## config.mk

```make
export PLATFORM = sky130hd
export DESIGN_NAME = fsec_core
export DESIGN_NICKNAME = d
export VERILOG_FILES = /design/src/rtl/fsec_pkg.sv /design/src/rtl/fsec_hyst.sv /design/src/rtl/fsec_core.sv
export SDC_FILE = /design/constraint.sdc
export NUM_CORES = 1
export LEC_CHECK = 0
export ABC_AREA = 1
export BUFFER_PORTS_ARGS = -buffer_cell sky130_fd_sc_hd__buf_2
export CORE_UTILIZATION = 45
export CTS_CLUSTER_SIZE = 14
export DETAILED_ROUTE_END_ITERATION = 12
export GPL_ROUTABILITY_DRIVEN = 0
export GPL_TIMING_DRIVEN = 0
export SYNTH_ARGS = -nofsm -noshare
export SYNTH_HDL_FRONTEND = slang
export SYNTH_SLANG_ARGS = --single-unit
```

## constraint.sdc

```tcl
create_clock -name clk -period 4.4 [get_ports clk]
set_input_delay 0.44 -clock clk [delete_from_list [all_inputs] [get_ports clk]]
set_output_delay 0.44 -clock clk [all_outputs]
set_load 0.01 [all_outputs]
```

## src/rtl/fsec_pkg.sv

```systemverilog
// Purpose: Constants for the finger sensor event configuration block
// Assumes: 8-bit register port, 7-bit register addresses
// Notes:   Threshold, orientation and window offsets are local picks
`default_nettype none
package fsec_pkg;
   // =========================================================
   // Register offsets
   localparam logic [6:0] OFS_ENGINE_TWO   = 7'h61;
   localparam logic [6:0] OFS_LIN_REGION   = 7'h73;
   localparam logic [6:0] OFS_MOTION_IRQ   = 7'h74;
   localparam logic [6:0] OFS_FINGER_CTRL  = 7'h75;
   localparam logic [6:0] OFS_FINGER_THR   = 7'h76;
   localparam logic [6:0] OFS_ORIENT       = 7'h77;
   localparam logic [6:0] OFS_QUAL_THR     = 7'h78;
   localparam logic [6:0] OFS_REFLECT      = 7'h79;
   localparam logic [6:0] OFS_FINGER_STATE = 7'h7A;
   localparam logic [6:0] OFS_CLICK_CTRL   = 7'h7B;
   localparam logic [6:0] OFS_HOLD_TIME    = 7'h7C;
   localparam logic [6:0] OFS_DCLICK_WIN   = 7'h7D;
   localparam logic [6:0] OFS_CLICK_LIMIT  = 7'h7E;
   localparam logic [6:0] OFS_CLICK_FLAGS  = 7'h7F;
   // =========================================================
   // Reset values
   localparam logic [7:0] RST_ENGINE_TWO   = 8'h00;
   localparam logic [7:0] RST_LIN_REGION   = 8'h02;
   localparam logic [7:0] RST_MOTION_IRQ   = 8'h00;
   localparam logic [7:0] RST_FINGER_CTRL  = 8'hFA;
   localparam logic [7:0] RST_FINGER_THR   = 8'h80;
   localparam logic [7:0] RST_ORIENT       = 8'h00;
   localparam logic [7:0] RST_QUAL_THR     = 8'h40;
   localparam logic [7:0] RST_CLICK_CTRL   = 8'h25;
   localparam logic [7:0] RST_HOLD_TIME    = 8'h45;
   localparam logic [7:0] RST_DCLICK_WIN   = 8'h20;
   localparam logic [7:0] RST_CLICK_LIMIT  = 8'h19;
   // =========================================================
   // Field positions
   localparam int BIT_AXIS_SWAP  = 7;
   localparam int BIT_VERT_INV   = 6;
   localparam int BIT_HORIZ_INV  = 5;
   localparam int BIT_SINGLE     = 0;
   localparam int BIT_DOUBLE     = 1;
   localparam int BIT_HOLD       = 2;
   localparam int BIT_QUAL_EN    = 0;
   localparam int BIT_CUTOFF_EN  = 1;
   localparam int BIT_GRADIENT   = 2;
   // Cut-off threshold unit in shutter counts, shift of 8
   localparam int CUTOFF_SHIFT   = 8;
   // Time unit of click timing fields, in clock cycles
   localparam int TICK_CYCLES    = 20000;
endpackage : fsec_pkg
`default_nettype wire

```

## src/rtl/fsec_hyst.sv

```systemverilog
// Purpose: Hysteresis counter declaring a level stable after count+1 samples
// Assumes: sample pulse marks one new measurement
// Notes:   Count of zero declares on the first qualifying sample
`default_nettype none
module fsec_hyst
(
   // Clock and reset
   input  wire logic       clk,
   input  wire logic       reset,
   // Measurement
   input  wire logic       sample,
   input  wire logic       cond_on,
   input  wire logic [1:0] on_count,
   input  wire logic [1:0] off_count,
   // State
   output logic            state_ff
);
   logic [1:0] cnt_ff;
   logic       against;
   logic [1:0] limit;

   // Sample disagreeing with the held state advances the counter
   assign against = cond_on != state_ff;
   assign limit   = state_ff ? off_count : on_count;

   // Flip only after the programmed run of disagreeing samples
   always_ff @(posedge clk)
   begin
      if (reset)
      begin
         cnt_ff   <= 2'h0;
         state_ff <= 1'b0;
      end
      else if (sample)
      begin
         if (!against)
            cnt_ff <= 2'h0;
         else if (cnt_ff >= limit)
         begin
            cnt_ff   <= 2'h0;
            state_ff <= ~state_ff;
         end
         else
            cnt_ff <= cnt_ff + 2'h1;
      end
   end
endmodule : fsec_hyst
`default_nettype wire

```

## src/rtl/fsec_core.sv

```systemverilog
// Purpose: Finger sensor event configuration, presence and soft clicks
// Assumes: 8-bit register port synchronous to clk; frame pulses
// Notes:   Deltas are signed 8-bit; click time unit is TICK cycles
//
// Behaviour
// - Motion reported only when |dx|+|dy| exceeds 3-bit threshold.
// - Cut-off enabled: suppress motion while shutter below nibble*256.
// - Presence on-hysteresis bits 3:2, off-hysteresis bits 1:0.
// - Presence decided by reflectivity against 8-bit threshold.
// - Axis swap exchanges reported X and Y deltas.
// - Vertical invert negates only reported Y.
// - Horizontal invert negates only reported X.
// - Quality enable adds quality compare; quality threshold resets 0x40.
// - Measured reflectivity stored in an 8-bit register.
// - Reflect hysteresis bound is eight times status bits 7:4.
// - Quality hysteresis bound is four times status bits 3:1.
// - Status bit 0 reads one while finger present.
// - Click kinds detected only while enable bits 0..2 set; reset 0x25.
// - Hold timer resets when motion exceeds twice the bits 6:4 level.
// - Hold fires after touch lasts the programmed hold time.
// - Second click within double-click window is a double click.
// - Single click valid only if delta sum below limit.
// - Flags: bit0 single, bit1 double, bit2 hold.
// - Linear region offset is a 2-bit field, max three.
// - Linear region gradient one when bit clear, two when set.
`default_nettype none
module fsec_core
   import fsec_pkg::*;
#(
   parameter int TICK = TICK_CYCLES
)
(
   // Clock and reset
   input  wire logic              clk,
   input  wire logic              reset,
   // Register port
   input  wire logic              reg_wr,
   input  wire logic              reg_rd,
   input  wire logic [6:0]        reg_addr,
   input  wire logic [7:0]        reg_wdata,
   output logic      [7:0]        reg_rdata_ff,
   // Frame measurements
   input  wire logic              frame_valid,
   input  wire logic signed [7:0] raw_dx,
   input  wire logic signed [7:0] raw_dy,
   input  wire logic [15:0]       shutter,
   input  wire logic [7:0]        reflect_meas,
   input  wire logic [7:0]        quality_meas,
   input  wire logic [3:0]        reflect_hyst_in,
   input  wire logic [2:0]        quality_hyst_in,
   // Reported motion and events
   output logic signed [7:0]      out_dx_ff,
   output logic signed [7:0]      out_dy_ff,
   output logic [1:0]             linear_region_offset_ff,
   output logic [1:0]             linear_region_gradient_ff,
   output logic                   irq_ff
);
   // =========================================================
   // Registers
   logic [7:0] engine_config_two_ff, lin_region_ff, motion_irq_ff;
   logic [7:0] finger_ctrl_ff, finger_thr_ff, orient_ff, qual_thr_ff;
   logic [7:0] reflect_ff, click_ctrl_ff, hold_time_ff;
   logic [7:0] dclick_win_ff, click_limit_ff, click_flags_ff;
   logic [3:0] reflect_hyst_ff;
   logic [2:0] quality_hyst_ff;
   logic       finger_present_flag;

   // Write decode
   wire wr_engine = reg_wr && reg_addr == OFS_ENGINE_TWO;
   wire wr_lin    = reg_wr && reg_addr == OFS_LIN_REGION;
   wire wr_motion = reg_wr && reg_addr == OFS_MOTION_IRQ;
   wire wr_fctrl  = reg_wr && reg_addr == OFS_FINGER_CTRL;
   wire wr_fthr   = reg_wr && reg_addr == OFS_FINGER_THR;
   wire wr_orient = reg_wr && reg_addr == OFS_ORIENT;
   wire wr_qthr   = reg_wr && reg_addr == OFS_QUAL_THR;
   wire wr_refl   = reg_wr && reg_addr == OFS_REFLECT;
   wire wr_cctrl  = reg_wr && reg_addr == OFS_CLICK_CTRL;
   wire wr_hold   = reg_wr && reg_addr == OFS_HOLD_TIME;
   wire wr_dwin   = reg_wr && reg_addr == OFS_DCLICK_WIN;
   wire wr_limit  = reg_wr && reg_addr == OFS_CLICK_LIMIT;
   wire wr_flags  = reg_wr && reg_addr == OFS_CLICK_FLAGS;

   // Plain configuration storage
   always_ff @(posedge clk)
   begin
      if (reset)
      begin
         engine_config_two_ff <= RST_ENGINE_TWO;
         lin_region_ff        <= RST_LIN_REGION;
         motion_irq_ff        <= RST_MOTION_IRQ;
         finger_ctrl_ff       <= RST_FINGER_CTRL;
         finger_thr_ff        <= RST_FINGER_THR;
         orient_ff            <= RST_ORIENT;
         qual_thr_ff          <= RST_QUAL_THR;
         click_ctrl_ff        <= RST_CLICK_CTRL;
         hold_time_ff         <= RST_HOLD_TIME;
         dclick_win_ff        <= RST_DCLICK_WIN;
         click_limit_ff       <= RST_CLICK_LIMIT;
      end
      else
      begin
         if (wr_engine) engine_config_two_ff <= reg_wdata;
         if (wr_lin)    lin_region_ff  <= {5'h00, reg_wdata[2:0]};
         if (wr_motion) motion_irq_ff  <= {5'h00, reg_wdata[2:0]};
         if (wr_fctrl)  finger_ctrl_ff <= reg_wdata;
         if (wr_fthr)   finger_thr_ff  <= reg_wdata;
         if (wr_orient) orient_ff      <= {reg_wdata[7:5], 5'h00};
         if (wr_qthr)   qual_thr_ff    <= reg_wdata;
         if (wr_cctrl)  click_ctrl_ff  <= {1'b0, reg_wdata[6:4], 1'b0,
                                           reg_wdata[2:0]};
         if (wr_hold)   hold_time_ff   <= reg_wdata;
         if (wr_dwin)   dclick_win_ff  <= reg_wdata;
         if (wr_limit)  click_limit_ff <= reg_wdata;
      end
   end

   // =========================================================
   // Orientation and motion gating
   logic signed [7:0] sw_x, sw_y, or_x, or_y;
   logic [7:0]        abs_x, abs_y;
   logic [8:0]        delta_sum;
   logic              cutoff_active, motion_ok;

   assign sw_x = orient_ff[BIT_AXIS_SWAP] ? raw_dy : raw_dx;
   assign sw_y = orient_ff[BIT_AXIS_SWAP] ? raw_dx : raw_dy;
   assign or_x = orient_ff[BIT_HORIZ_INV] ? -sw_x : sw_x;
   assign or_y = orient_ff[BIT_VERT_INV]  ? -sw_y : sw_y;
   assign abs_x = raw_dx[7] ? 8'(-raw_dx) : 8'(raw_dx);
   assign abs_y = raw_dy[7] ? 8'(-raw_dy) : 8'(raw_dy);
   assign delta_sum = {1'b0, abs_x} + {1'b0, abs_y};
   // Cut-off only counts once engine config bit 1 enables it
   assign cutoff_active = engine_config_two_ff[BIT_CUTOFF_EN] &&
      (shutter < ({12'h000, finger_ctrl_ff[7:4]} << CUTOFF_SHIFT));
   assign motion_ok = !cutoff_active &&
      (delta_sum > {6'h00, motion_irq_ff[2:0]});

   // Reported deltas hold until the next qualifying frame
   always_ff @(posedge clk)
   begin
      if (reset)
      begin
         out_dx_ff <= 8'sh00;
         out_dy_ff <= 8'sh00;
      end
      else if (frame_valid && motion_ok)
      begin
         out_dx_ff <= or_x;
         out_dy_ff <= or_y;
      end
   end

   // Quantization region settings passed to the delta path
   always_ff @(posedge clk)
   begin
      if (reset)
      begin
         linear_region_offset_ff   <= 2'h0;
         linear_region_gradient_ff <= 2'h1;
      end
      else
      begin
         linear_region_offset_ff   <= lin_region_ff[1:0];
         linear_region_gradient_ff <= lin_region_ff[BIT_GRADIENT]
                                      ? 2'h2 : 2'h1;
      end
   end

   // =========================================================
   // Finger presence
   logic [7:0] reflect_bound, quality_bound;
   logic       reflect_hit, quality_hit, presence_cond;

   assign reflect_bound = {1'b0, reflect_hyst_ff, 3'h0};
   assign quality_bound = {3'h0, quality_hyst_ff, 2'h0};
   // Bound widens the band around the threshold once present
   assign reflect_hit = finger_present_flag
      ? ({1'b0, reflect_meas} + {1'b0, reflect_bound} >= {1'b0, finger_thr_ff})
      : (reflect_meas >= finger_thr_ff);
   assign quality_hit = finger_present_flag
      ? ({1'b0, quality_meas} + {1'b0, quality_bound} >= {1'b0, qual_thr_ff})
      : (quality_meas >= qual_thr_ff);
   assign presence_cond = reflect_hit &&
      (!engine_config_two_ff[BIT_QUAL_EN] || quality_hit);

   // Stored measurement and latched hysteresis bounds
   always_ff @(posedge clk)
   begin
      if (reset)
      begin
         reflect_ff      <= 8'h00;
         reflect_hyst_ff <= 4'h0;
         quality_hyst_ff <= 3'h0;
      end
      else
      begin
         if (frame_valid)
         begin
            reflect_ff      <= reflect_meas;
            reflect_hyst_ff <= reflect_hyst_in;
            quality_hyst_ff <= quality_hyst_in;
         end
         else if (wr_refl)
            reflect_ff <= reg_wdata;
      end
   end

   fsec_hyst u_presence
   (
      .clk       (clk),
      .reset     (reset),
      .sample    (frame_valid),
      .cond_on   (presence_cond),
      .on_count  (finger_ctrl_ff[3:2]),
      .off_count (finger_ctrl_ff[1:0]),
      .state_ff  (finger_present_flag)
   );

   // =========================================================
   // Soft clicks
   logic [15:0] tick_ff;
   logic [7:0]  touch_ff, gap_ff, move_ff;
   logic        was_on_ff, pending_ff, held_ff, tick;
   logic [2:0]  nxt_events;
   logic        release_e, click_ok, is_double;

   assign tick      = tick_ff == 16'(TICK - 1);
   assign release_e = was_on_ff && !finger_present_flag;
   assign click_ok  = release_e && !held_ff &&
                      move_ff < click_limit_ff;
   assign is_double = pending_ff && gap_ff <= dclick_win_ff;
   assign nxt_events[BIT_SINGLE] = click_ok && !is_double &&
                                   click_ctrl_ff[BIT_SINGLE];
   assign nxt_events[BIT_DOUBLE] = click_ok && is_double &&
                                   click_ctrl_ff[BIT_DOUBLE];
   assign nxt_events[BIT_HOLD]   = finger_present_flag && !held_ff &&
      touch_ff >= hold_time_ff && click_ctrl_ff[BIT_HOLD];

   // Touch, gap and motion accumulation
   always_ff @(posedge clk)
   begin
      if (reset)
      begin
         tick_ff <= 16'h0000;
         touch_ff <= 8'h00;
         gap_ff <= 8'h00;
         move_ff <= 8'h00;
         was_on_ff <= 1'b0;
         pending_ff <= 1'b0;
         held_ff <= 1'b0;
      end
      else
      begin
         tick_ff   <= tick ? 16'h0000 : tick_ff + 16'h0001;
         was_on_ff <= finger_present_flag;
         if (!finger_present_flag)
         begin
            touch_ff <= 8'h00;
            held_ff  <= 1'b0;
         end
         else
         begin
            // Large motion restarts the hold timer
            if (frame_valid && delta_sum > {5'h00, click_ctrl_ff[6:4], 1'b0})
               touch_ff <= 8'h00;
            else if (tick && touch_ff != 8'hFF)
               touch_ff <= touch_ff + 8'h01;
            if (nxt_events[BIT_HOLD])
               held_ff <= 1'b1;
         end
         if (finger_present_flag && !was_on_ff)
            move_ff <= 8'h00;
         else if (frame_valid && finger_present_flag)
            move_ff <= (move_ff + delta_sum[7:0] < move_ff) ? 8'hFF
                       : move_ff + delta_sum[7:0];
         if (click_ok)
         begin
            pending_ff <= !is_double;
            gap_ff     <= 8'h00;
         end
         else if (tick && gap_ff != 8'hFF)
            gap_ff <= gap_ff + 8'h01;
      end
   end

   // Sticky flags: a new event wins over a host clear
   always_ff @(posedge clk)
   begin
      if (reset)
      begin
         click_flags_ff <= 8'h00;
         irq_ff         <= 1'b0;
      end
      else
      begin
         click_flags_ff <= {5'h00, nxt_events |
            (wr_flags ? reg_wdata[2:0] & click_flags_ff[2:0]
                      : click_flags_ff[2:0])};
         irq_ff <= |nxt_events;
      end
   end

   // =========================================================
   // Read path
   logic [7:0] rd_mux;
   always_comb
   begin
      case (reg_addr)
         OFS_ENGINE_TWO:   rd_mux = engine_config_two_ff;
         OFS_LIN_REGION:   rd_mux = lin_region_ff;
         OFS_MOTION_IRQ:   rd_mux = motion_irq_ff;
         OFS_FINGER_CTRL:  rd_mux = finger_ctrl_ff;
         OFS_FINGER_THR:   rd_mux = finger_thr_ff;
         OFS_ORIENT:       rd_mux = orient_ff;
         OFS_QUAL_THR:     rd_mux = qual_thr_ff;
         OFS_REFLECT:      rd_mux = reflect_ff;
         OFS_FINGER_STATE: rd_mux = {reflect_hyst_ff, quality_hyst_ff,
                                     finger_present_flag};
         OFS_CLICK_CTRL:   rd_mux = click_ctrl_ff;
         OFS_HOLD_TIME:    rd_mux = hold_time_ff;
         OFS_DCLICK_WIN:   rd_mux = dclick_win_ff;
         OFS_CLICK_LIMIT:  rd_mux = click_limit_ff;
         OFS_CLICK_FLAGS:  rd_mux = click_flags_ff;
         default:          rd_mux = 8'h00;
      endcase
   end

   always_ff @(posedge clk)
   begin
      if (reset)
         reg_rdata_ff <= 8'h00;
      else if (reg_rd)
         reg_rdata_ff <= rd_mux;
   end

   // =========================================================
   // Checks
   chk_motion_gate: assert property (@(posedge clk) disable iff (reset)
      frame_valid && !motion_ok |=> $stable(out_dx_ff))
      else $error("motion reported below threshold");
   chk_swap_path: assert property (@(posedge clk) disable iff (reset)
      frame_valid && motion_ok && orient_ff[7:5] == 3'b100
      |=> out_dx_ff == $past(raw_dy) && out_dy_ff == $past(raw_dx))
      else $error("axis swap wrong");
   chk_vert_inv: assert property (@(posedge clk) disable iff (reset)
      frame_valid && motion_ok && orient_ff[7:5] == 3'b010
      |=> out_dy_ff == -$past(raw_dy) && out_dx_ff == $past(raw_dx))
      else $error("vertical invert wrong");
   chk_horiz_inv: assert property (@(posedge clk) disable iff (reset)
      frame_valid && motion_ok && orient_ff[7:5] == 3'b001
      |=> out_dx_ff == -$past(raw_dx) && out_dy_ff == $past(raw_dy))
      else $error("horizontal invert wrong");
   chk_reflect_store: assert property (@(posedge clk) disable iff (reset)
      frame_valid |=> reflect_ff == $past(reflect_meas))
      else $error("reflectivity not stored");
   chk_flag_sticky: assert property (@(posedge clk) disable iff (reset)
      click_flags_ff[0] && !wr_flags |=> click_flags_ff[0])
      else $error("click flag lost");
   chk_irq_cause: assert property (@(posedge clk) disable iff (reset)
      irq_ff |-> click_flags_ff[2:0] != 3'h0)
      else $error("interrupt without event");
   chk_enable_gate: assert property (@(posedge clk) disable iff (reset)
      !click_ctrl_ff[BIT_DOUBLE] |-> !nxt_events[BIT_DOUBLE])
      else $error("disabled double click fired");
   chk_gradient: assert property (@(posedge clk) disable iff (reset)
      lin_region_ff[BIT_GRADIENT] ##1 lin_region_ff[BIT_GRADIENT]
      |-> linear_region_gradient_ff == 2'h2)
      else $error("gradient wrong");
   cov_single: cover property (@(posedge clk) nxt_events[BIT_SINGLE]);
   cov_double: cover property (@(posedge clk) nxt_events[BIT_DOUBLE]);
   cov_hold:   cover property (@(posedge clk) nxt_events[BIT_HOLD]);
   cov_finger: cover property (@(posedge clk) $rose(finger_present_flag));
endmodule : fsec_core
`default_nettype wire

```

After elaboration in Yosys (flattened, before gate mapping)
Cells that the tools add are included.
{"block": "totals", "reg_bits": 169, "input_bits": 75, "output_inout_bits": 29, "word_cells": 141}
{"block": "classes", "add_sub_neg": 12, "magnitude_cmp": 12, "n_eq_ne": 18, "muxes": 17, "n_bitwise": 3, "reduce_logical": 48}
{"op": "$pmux W8 S14", "count": 1}
{"op": "$eq A7 B7 Y1 const B", "count": 14}
{"op": "$mux W8", "count": 9}
{"op": "$logic_and A1 B1 Y1", "count": 33}
{"op": "$neg A8 Y8", "count": 4}
{"op": "$ge A8 B8 Y1", "count": 3}
{"op": "$ge A9 B8 Y1", "count": 2}
{"op": "$add A16 B1 Y16 const B", "count": 1}
{"op": "$add A8 B1 Y8 const B", "count": 2}
{"op": "$eq A16 B15 Y1 const B", "count": 1}
{"op": "$lt A16 B12 Y1", "count": 1}
{"op": "$lt A8 B8 Y1", "count": 2}
{"op": "$ne A8 B8 Y1 const B", "count": 2}
{"op": "$add A8 B5 Y9", "count": 1}
{"op": "$add A8 B7 Y9", "count": 1}
{"op": "$add A8 B8 Y9", "count": 1}
{"op": "$gt A9 B3 Y1", "count": 1}
{"op": "$gt A9 B4 Y1", "count": 1}
{"op": "$add A8 B8 Y8", "count": 1}
{"op": "$le A8 B8 Y1", "count": 1}
{"op": "$mux W2", "count": 4}
{"op": "$reduce_or A2 Y1", "count": 4}
{"op": "$logic_not A1 Y1", "count": 6}
{"op": "$reduce_or A3 Y1", "count": 2}
{"op": "other kinds (11)", "count": 12}

Longest topological paths before layout
{"block": "depth", "word_depth": 7, "mapped_depth": 30, "ltp_nobuf": 30}

Cells and area by module
From an unflattened synthesis, not the netlist that was laid out.
{"block": "unflattened", "hier_cells": 1588, "area_unflattened_um2": 10689.0}
{"module": "fsec_core", "instances": 1, "cells_per_inst": 1545, "area_per_inst_um2": 10438.8, "seq_area_each_um2": 3223.1}
{"module": "fsec_hyst", "instances": 1, "cells_per_inst": 43, "area_per_inst_um2": 250.2, "seq_area_each_um2": 60.1}

Worst setup path before layout
No wires, ideal clock.
{"block": "synth_path", "kind": "in2reg", "from": "in raw_dx[1]", "to": "reg move_ff[7]", "arrival_ns": 3.928, "required_ns": 4.285, "path_slack_ns": 0.357, "cell_stages": 27, "n_path_buf": 0, "path_cell_list": "inv_1 > ha_1 > or2_2 > o21ai_0 > inv_1 > ha_1 > nand3_1 > nand2_2 > nand2_1 > nand2_1 > ha_1 > a21oi_1 > o21ai_0 > nand2_1 > nand2_1 > a21oi_1 > xor2_1 > inv_1 > ha_1 > nand2_1 > inv_1 > nand4_1 > o211a_1 > nor2_1 > inv_1 > o21ai_0 > inv_1"}
{"block": "synth_via", "elab_chain_cells": 6}
{"item": "start: declaration", "line": "fsec_core.sv:44", "text": "input wire logic signed [7:0] raw_dx,"}
{"item": "$neg A8 Y8", "line": "fsec_core.sv:128", "text": "assign abs_x = raw_dx[7] ? 8'(-raw_dx) : 8'(raw_dx);"}
{"item": "$mux W8 (*)", "line": "fsec_core.sv:128"}
{"item": "$add A8 B8 Y9 (*)", "line": "fsec_core.sv:130", "text": "assign delta_sum = {1'b0, abs_x} + {1'b0, abs_y};"}
{"item": "$add A8 B8 Y8 (*)", "line": "fsec_core.sv:273, fsec_core.sv:274"}
{"item": "$lt A8 B8 Y1", "line": "fsec_core.sv:273", "text": "move_ff <= (move_ff + delta_sum[7:0] < move_ff) ? 8'hFF"}
{"item": "$mux W8 (*)", "line": "fsec_core.sv:273"}
{"item": "end signal: assignment", "line": "fsec_core.sv:273"}
{"item": "end: declaration", "line": "fsec_core.sv:221", "text": "logic [7:0] touch_ff, gap_ff, move_ff;"}
Mark *: on every way between the ends. The rest lies on a longest branch, timed or not.
A chain may end at the register's enable or synchronous reset.

Worst setup path after layout
{"block": "layout_path", "from": "in raw_dx[0]", "to": "reg move_ff[4]"}
Same word-level chain as after synthesis.

==> results.sh <==
export IMPL_status="finished, final reports clean"
export IMPL_syn_cell_area_um2=10660
export IMPL_grt_start_max_net_pins=17
export IMPL_drt_first_pass_iters=5
export IMPL_worst_r2r_setup_slack_ps=1510
export IMPL_synth_fp_nets=1698
export IMPL_max_freq_ghz=0.2497
export IMPL_core_um2=22920
export IMPL_drt_wl_total_um=30750
export IMPL_slowest_delay_ps=340
export IMPL_p_total_mw=3.778
export IMPL_netlist_instances=1523
export IMPL_clk_path_buf_depth=2
export IMPL_gr_usage_all_layers=0.2646
export IMPL_setup_violations=0
export IMPL_multi_input_area_um2=6305
export IMPL_worst_setup_path_start_kind="primary input"
export IMPL_register_area_um2=3283
export IMPL_dieHeight_um=155.9
export IMPL_cts_tree="yes"
export IMPL_post_drt_wl_per_cell_um=15.73
export IMPL_rsz0062_at_grt="false"
export IMPL_grt_pass1_wl_um=49910
export IMPL_layout_common_cells="nand2_1 (291), inv_1 (220), dfxtp_1 (164)"
export IMPL_maxCapViolations=0
export IMPL_ys_types=49
export IMPL_fin_hold_ws_ps=228.2
export IMPL_cp_data_arrival_time_ps=4330
export IMPL_hold_class="primary input to flop"
export IMPL_placed_area_um2=11500
export IMPL_drive_above_1_share=0.1291
export IMPL_synthFlopType="dfxtp_1"
export IMPL_wl_met2_um=13880
export IMPL_hold_violations=0
export IMPL_clk_latency_ps=440
export IMPL_syn_avg_cell_area_um2=7.002
export IMPL_drtIter0Drc=740
export IMPL_final_area_um2=12100
export IMPL_cts_sinks=164
export IMPL_die_x_um=155.9
export IMPL_pin_count=104
export IMPL_post_cts_buffers=0
export IMPL_ys_seq_area_frac=0.3079
export IMPL_power_density_nw_per_um2=312.3
export IMPL_antenna_found_initial=0
export IMPL_nets=1805
export IMPL_fin_crit_sh=0.9101
export IMPL_path_buf_inv=7
export IMPL_max_slew_margin_rel=0.4474
export IMPL_syn_to_final_growth_pct=13.45
export IMPL_async_flop_share=0
export IMPL_grt_pass1_vias=9592
export IMPL_fill_cells=2331
export IMPL_port_buffers=88
export IMPL_end_kind="flop"
export IMPL_route_detailed_drc=0
export IMPL_p_leak_nw=5.383
export IMPL_hpwl_um=24030
export IMPL_crit_family="adder cells"
export IMPL_die_area_um2=24320
export IMPL_finalMaxSlewViolations=0
export IMPL_final_common_cell="nand2_1"
export IMPL_path_max_fanout=5
export IMPL_num_rows=55
export IMPL_start_util=0.4654
export IMPL_vias_per_cell=5.227
export IMPL_ys_seq_elements=164
export IMPL_cpMaxStageDelayCell="ha_2"
export IMPL_skew_ps=13.83
export IMPL_htree_levels=4
export IMPL_clock_root_buffer="clkbuf_16"
export IMPL_crit_type="primary input to flop"
export IMPL_wl_met1_um=14340
export IMPL_synth_edf_count=0
export IMPL_period_minus_slack_ps=4005
export IMPL_clk_pin_slew_ps=60
export IMPL_diodes=0
export IMPL_grt_overflow=0
export IMPL_cts_buffers=17
export IMPL_cp_required_ps=4720
export IMPL_vias=10218
export IMPL_ant_nets=0
export IMPL_routed_wl_met3_um=1775
export IMPL_tightest_slew_ps=828.9
export IMPL_ys_warnings_count=0
export IMPL_dr_max_layer_used="met4"
export IMPL_ir_drop_v=0.0002026
logic make-up (layout without fill, tap and decap cells):
kind of cell / Yosys count / in the layout / share of synthesized area
flip-flops: 164 / 164 / 0.3079
buffers and inverters: 272 / 391 / 0.1022
AND/OR/NAND/NOR: 586 / 586 / 0.2467
XOR/XNOR: 45 / 45 / 0.03696
AO/OA/AOI/OAI: 356 / 356 / 0.1861
adder cells (fa/ha/maj): 100 / 100 / 0.1201
per-stage QoR:
stage                     setup TNS [ps]  instances    util  setup slack [ps]
after global routing                   0       1955  0.5279             10.15
after global placement             -2119       1924  0.5017            -417.0
after floorplan                        0       1523       -             356.9
final                                  0       1955  0.5279             395.5
after detailed placement           -2276       1924  0.5017            -434.0
after CTS                              0       1955  0.5274             89.92
report_power, final:
group          internal [mW]  switching [mW]
combinational          0.264           0.440
sequential              1.51          0.0222
clock                  0.892           0.645
total                   2.67            1.11
path summary, 6_finish.rpt:
| path | startpoint | to | cells after the start |
|---|---|---|---|
| max | raw_dx[0] | move_ff[4] | 28 |
| min | quality_hyst_in[2] | quality_hyst_ff[2] | 3 |
| max reg2reg | move_ff[0] | move_ff[4] | 18 |
| min reg2reg | engine_config_two_ff[5] | engine_config_two_ff[5] | 2 |
flip-flops by register name (all words and copies together), names as in the netlist, 8 cells and up:
name / count
click_limit_ff: 8
dclick_win_ff: 8
reflect_ff: 8
engine_config_two_ff: 8
gap_ff: 8
finger_thr_ff: 8
finger_ctrl_ff: 8
hold_time_ff: 8
qual_thr_ff: 8
tick_ff: 16
out_dx_ff: 8
out_dy_ff: 8
move_ff: 8
touch_ff: 8
reg_rdata_ff: 8
worst register-to-register path, cell delays in order, from the launching register on:
cell and delay, ps:
dfxtp_1 350, ha_1 180, inv_1 60, fa_1 440, o21ai_1 240, nand2_1 70
nand2_1 70, a21oi_1 60, xor2_1 170, inv_1 70, ha_1 270, nand2_1 60
inv_1 60, nand4_1 100, o211a_1 140, nor2_4 140, inv_2 100, o21ai_0 170
inv_1 50
per-layer routing:
| metal | global-route usage | vias up |
|---|---|---|
| met5 | 0 | - |
| met4 | 0.08824 | 0 |
| met3 | 0.03500 | 45 |
| met2 | 0.4352 | 290 |
| met1 | 0.3555 | 4636 |
| li1 | - | 5247 |
repair_timing:
item / 4_1_cts / 5_1_grt
hold buffers: 0 / 0
gates resized for setup: 1 / 6
setup endpoints to repair: 2 / 5
hold endpoints to repair: 0 / 0
pin swaps: 0 / 0
synthesized netlist by cell type (3+ instances only):
cell      instances  area [um^2]
nand2_1         291         1092
inv_1           221        829.6
dfxtp_1         164         3283
a21oi_1         143        715.7
nor2_1          127        476.7
o21ai_0         122        610.6
ha_1             96         1201
nand3_1          69        345.3
xor2_1           28        245.2
clkbuf_1         22        82.58
nand4_1          22        137.6
o22ai_1          21        131.4
o211ai_1         20        150.1
xnor2_1          17        148.9
a21oi_2          16        140.1
nor3_1           16        80.08
nand3_2          15        150.1
nand2_2          12        75.07
a31oi_1          10        62.56
inv_2            10        37.54
nor2_2            8        50.05
nor4_1            8        50.05
buf_6             7        78.83
o21a_1            6        45.04
o21ai_1           5        25.02
a211oi_1          4        30.03
buf_2             4        20.02
clkinv_1          4        15.01
fa_1              4        80.08
nor2_4            4        45.04
or2_2             4        25.02
buf_4             3        22.52
area by class of cell:
| cell class | count | share of cell area |
|---|---|---|
| Clock buffer | 23 | 0.04033 |
| Buffer | 37 | 0.01717 |
| Sequential cell | 164 | 0.2714 |
| Inverter | 235 | 0.07291 |
| Clock inverter | 8 | 0.008274 |
| Multi-Input combinational cell | 1087 | 0.5211 |
| Tap cell | 313 | 0.03237 |
| Timing Repair Buffer | 88 | 0.03640 |
Power figures use the tool's default switching activity.
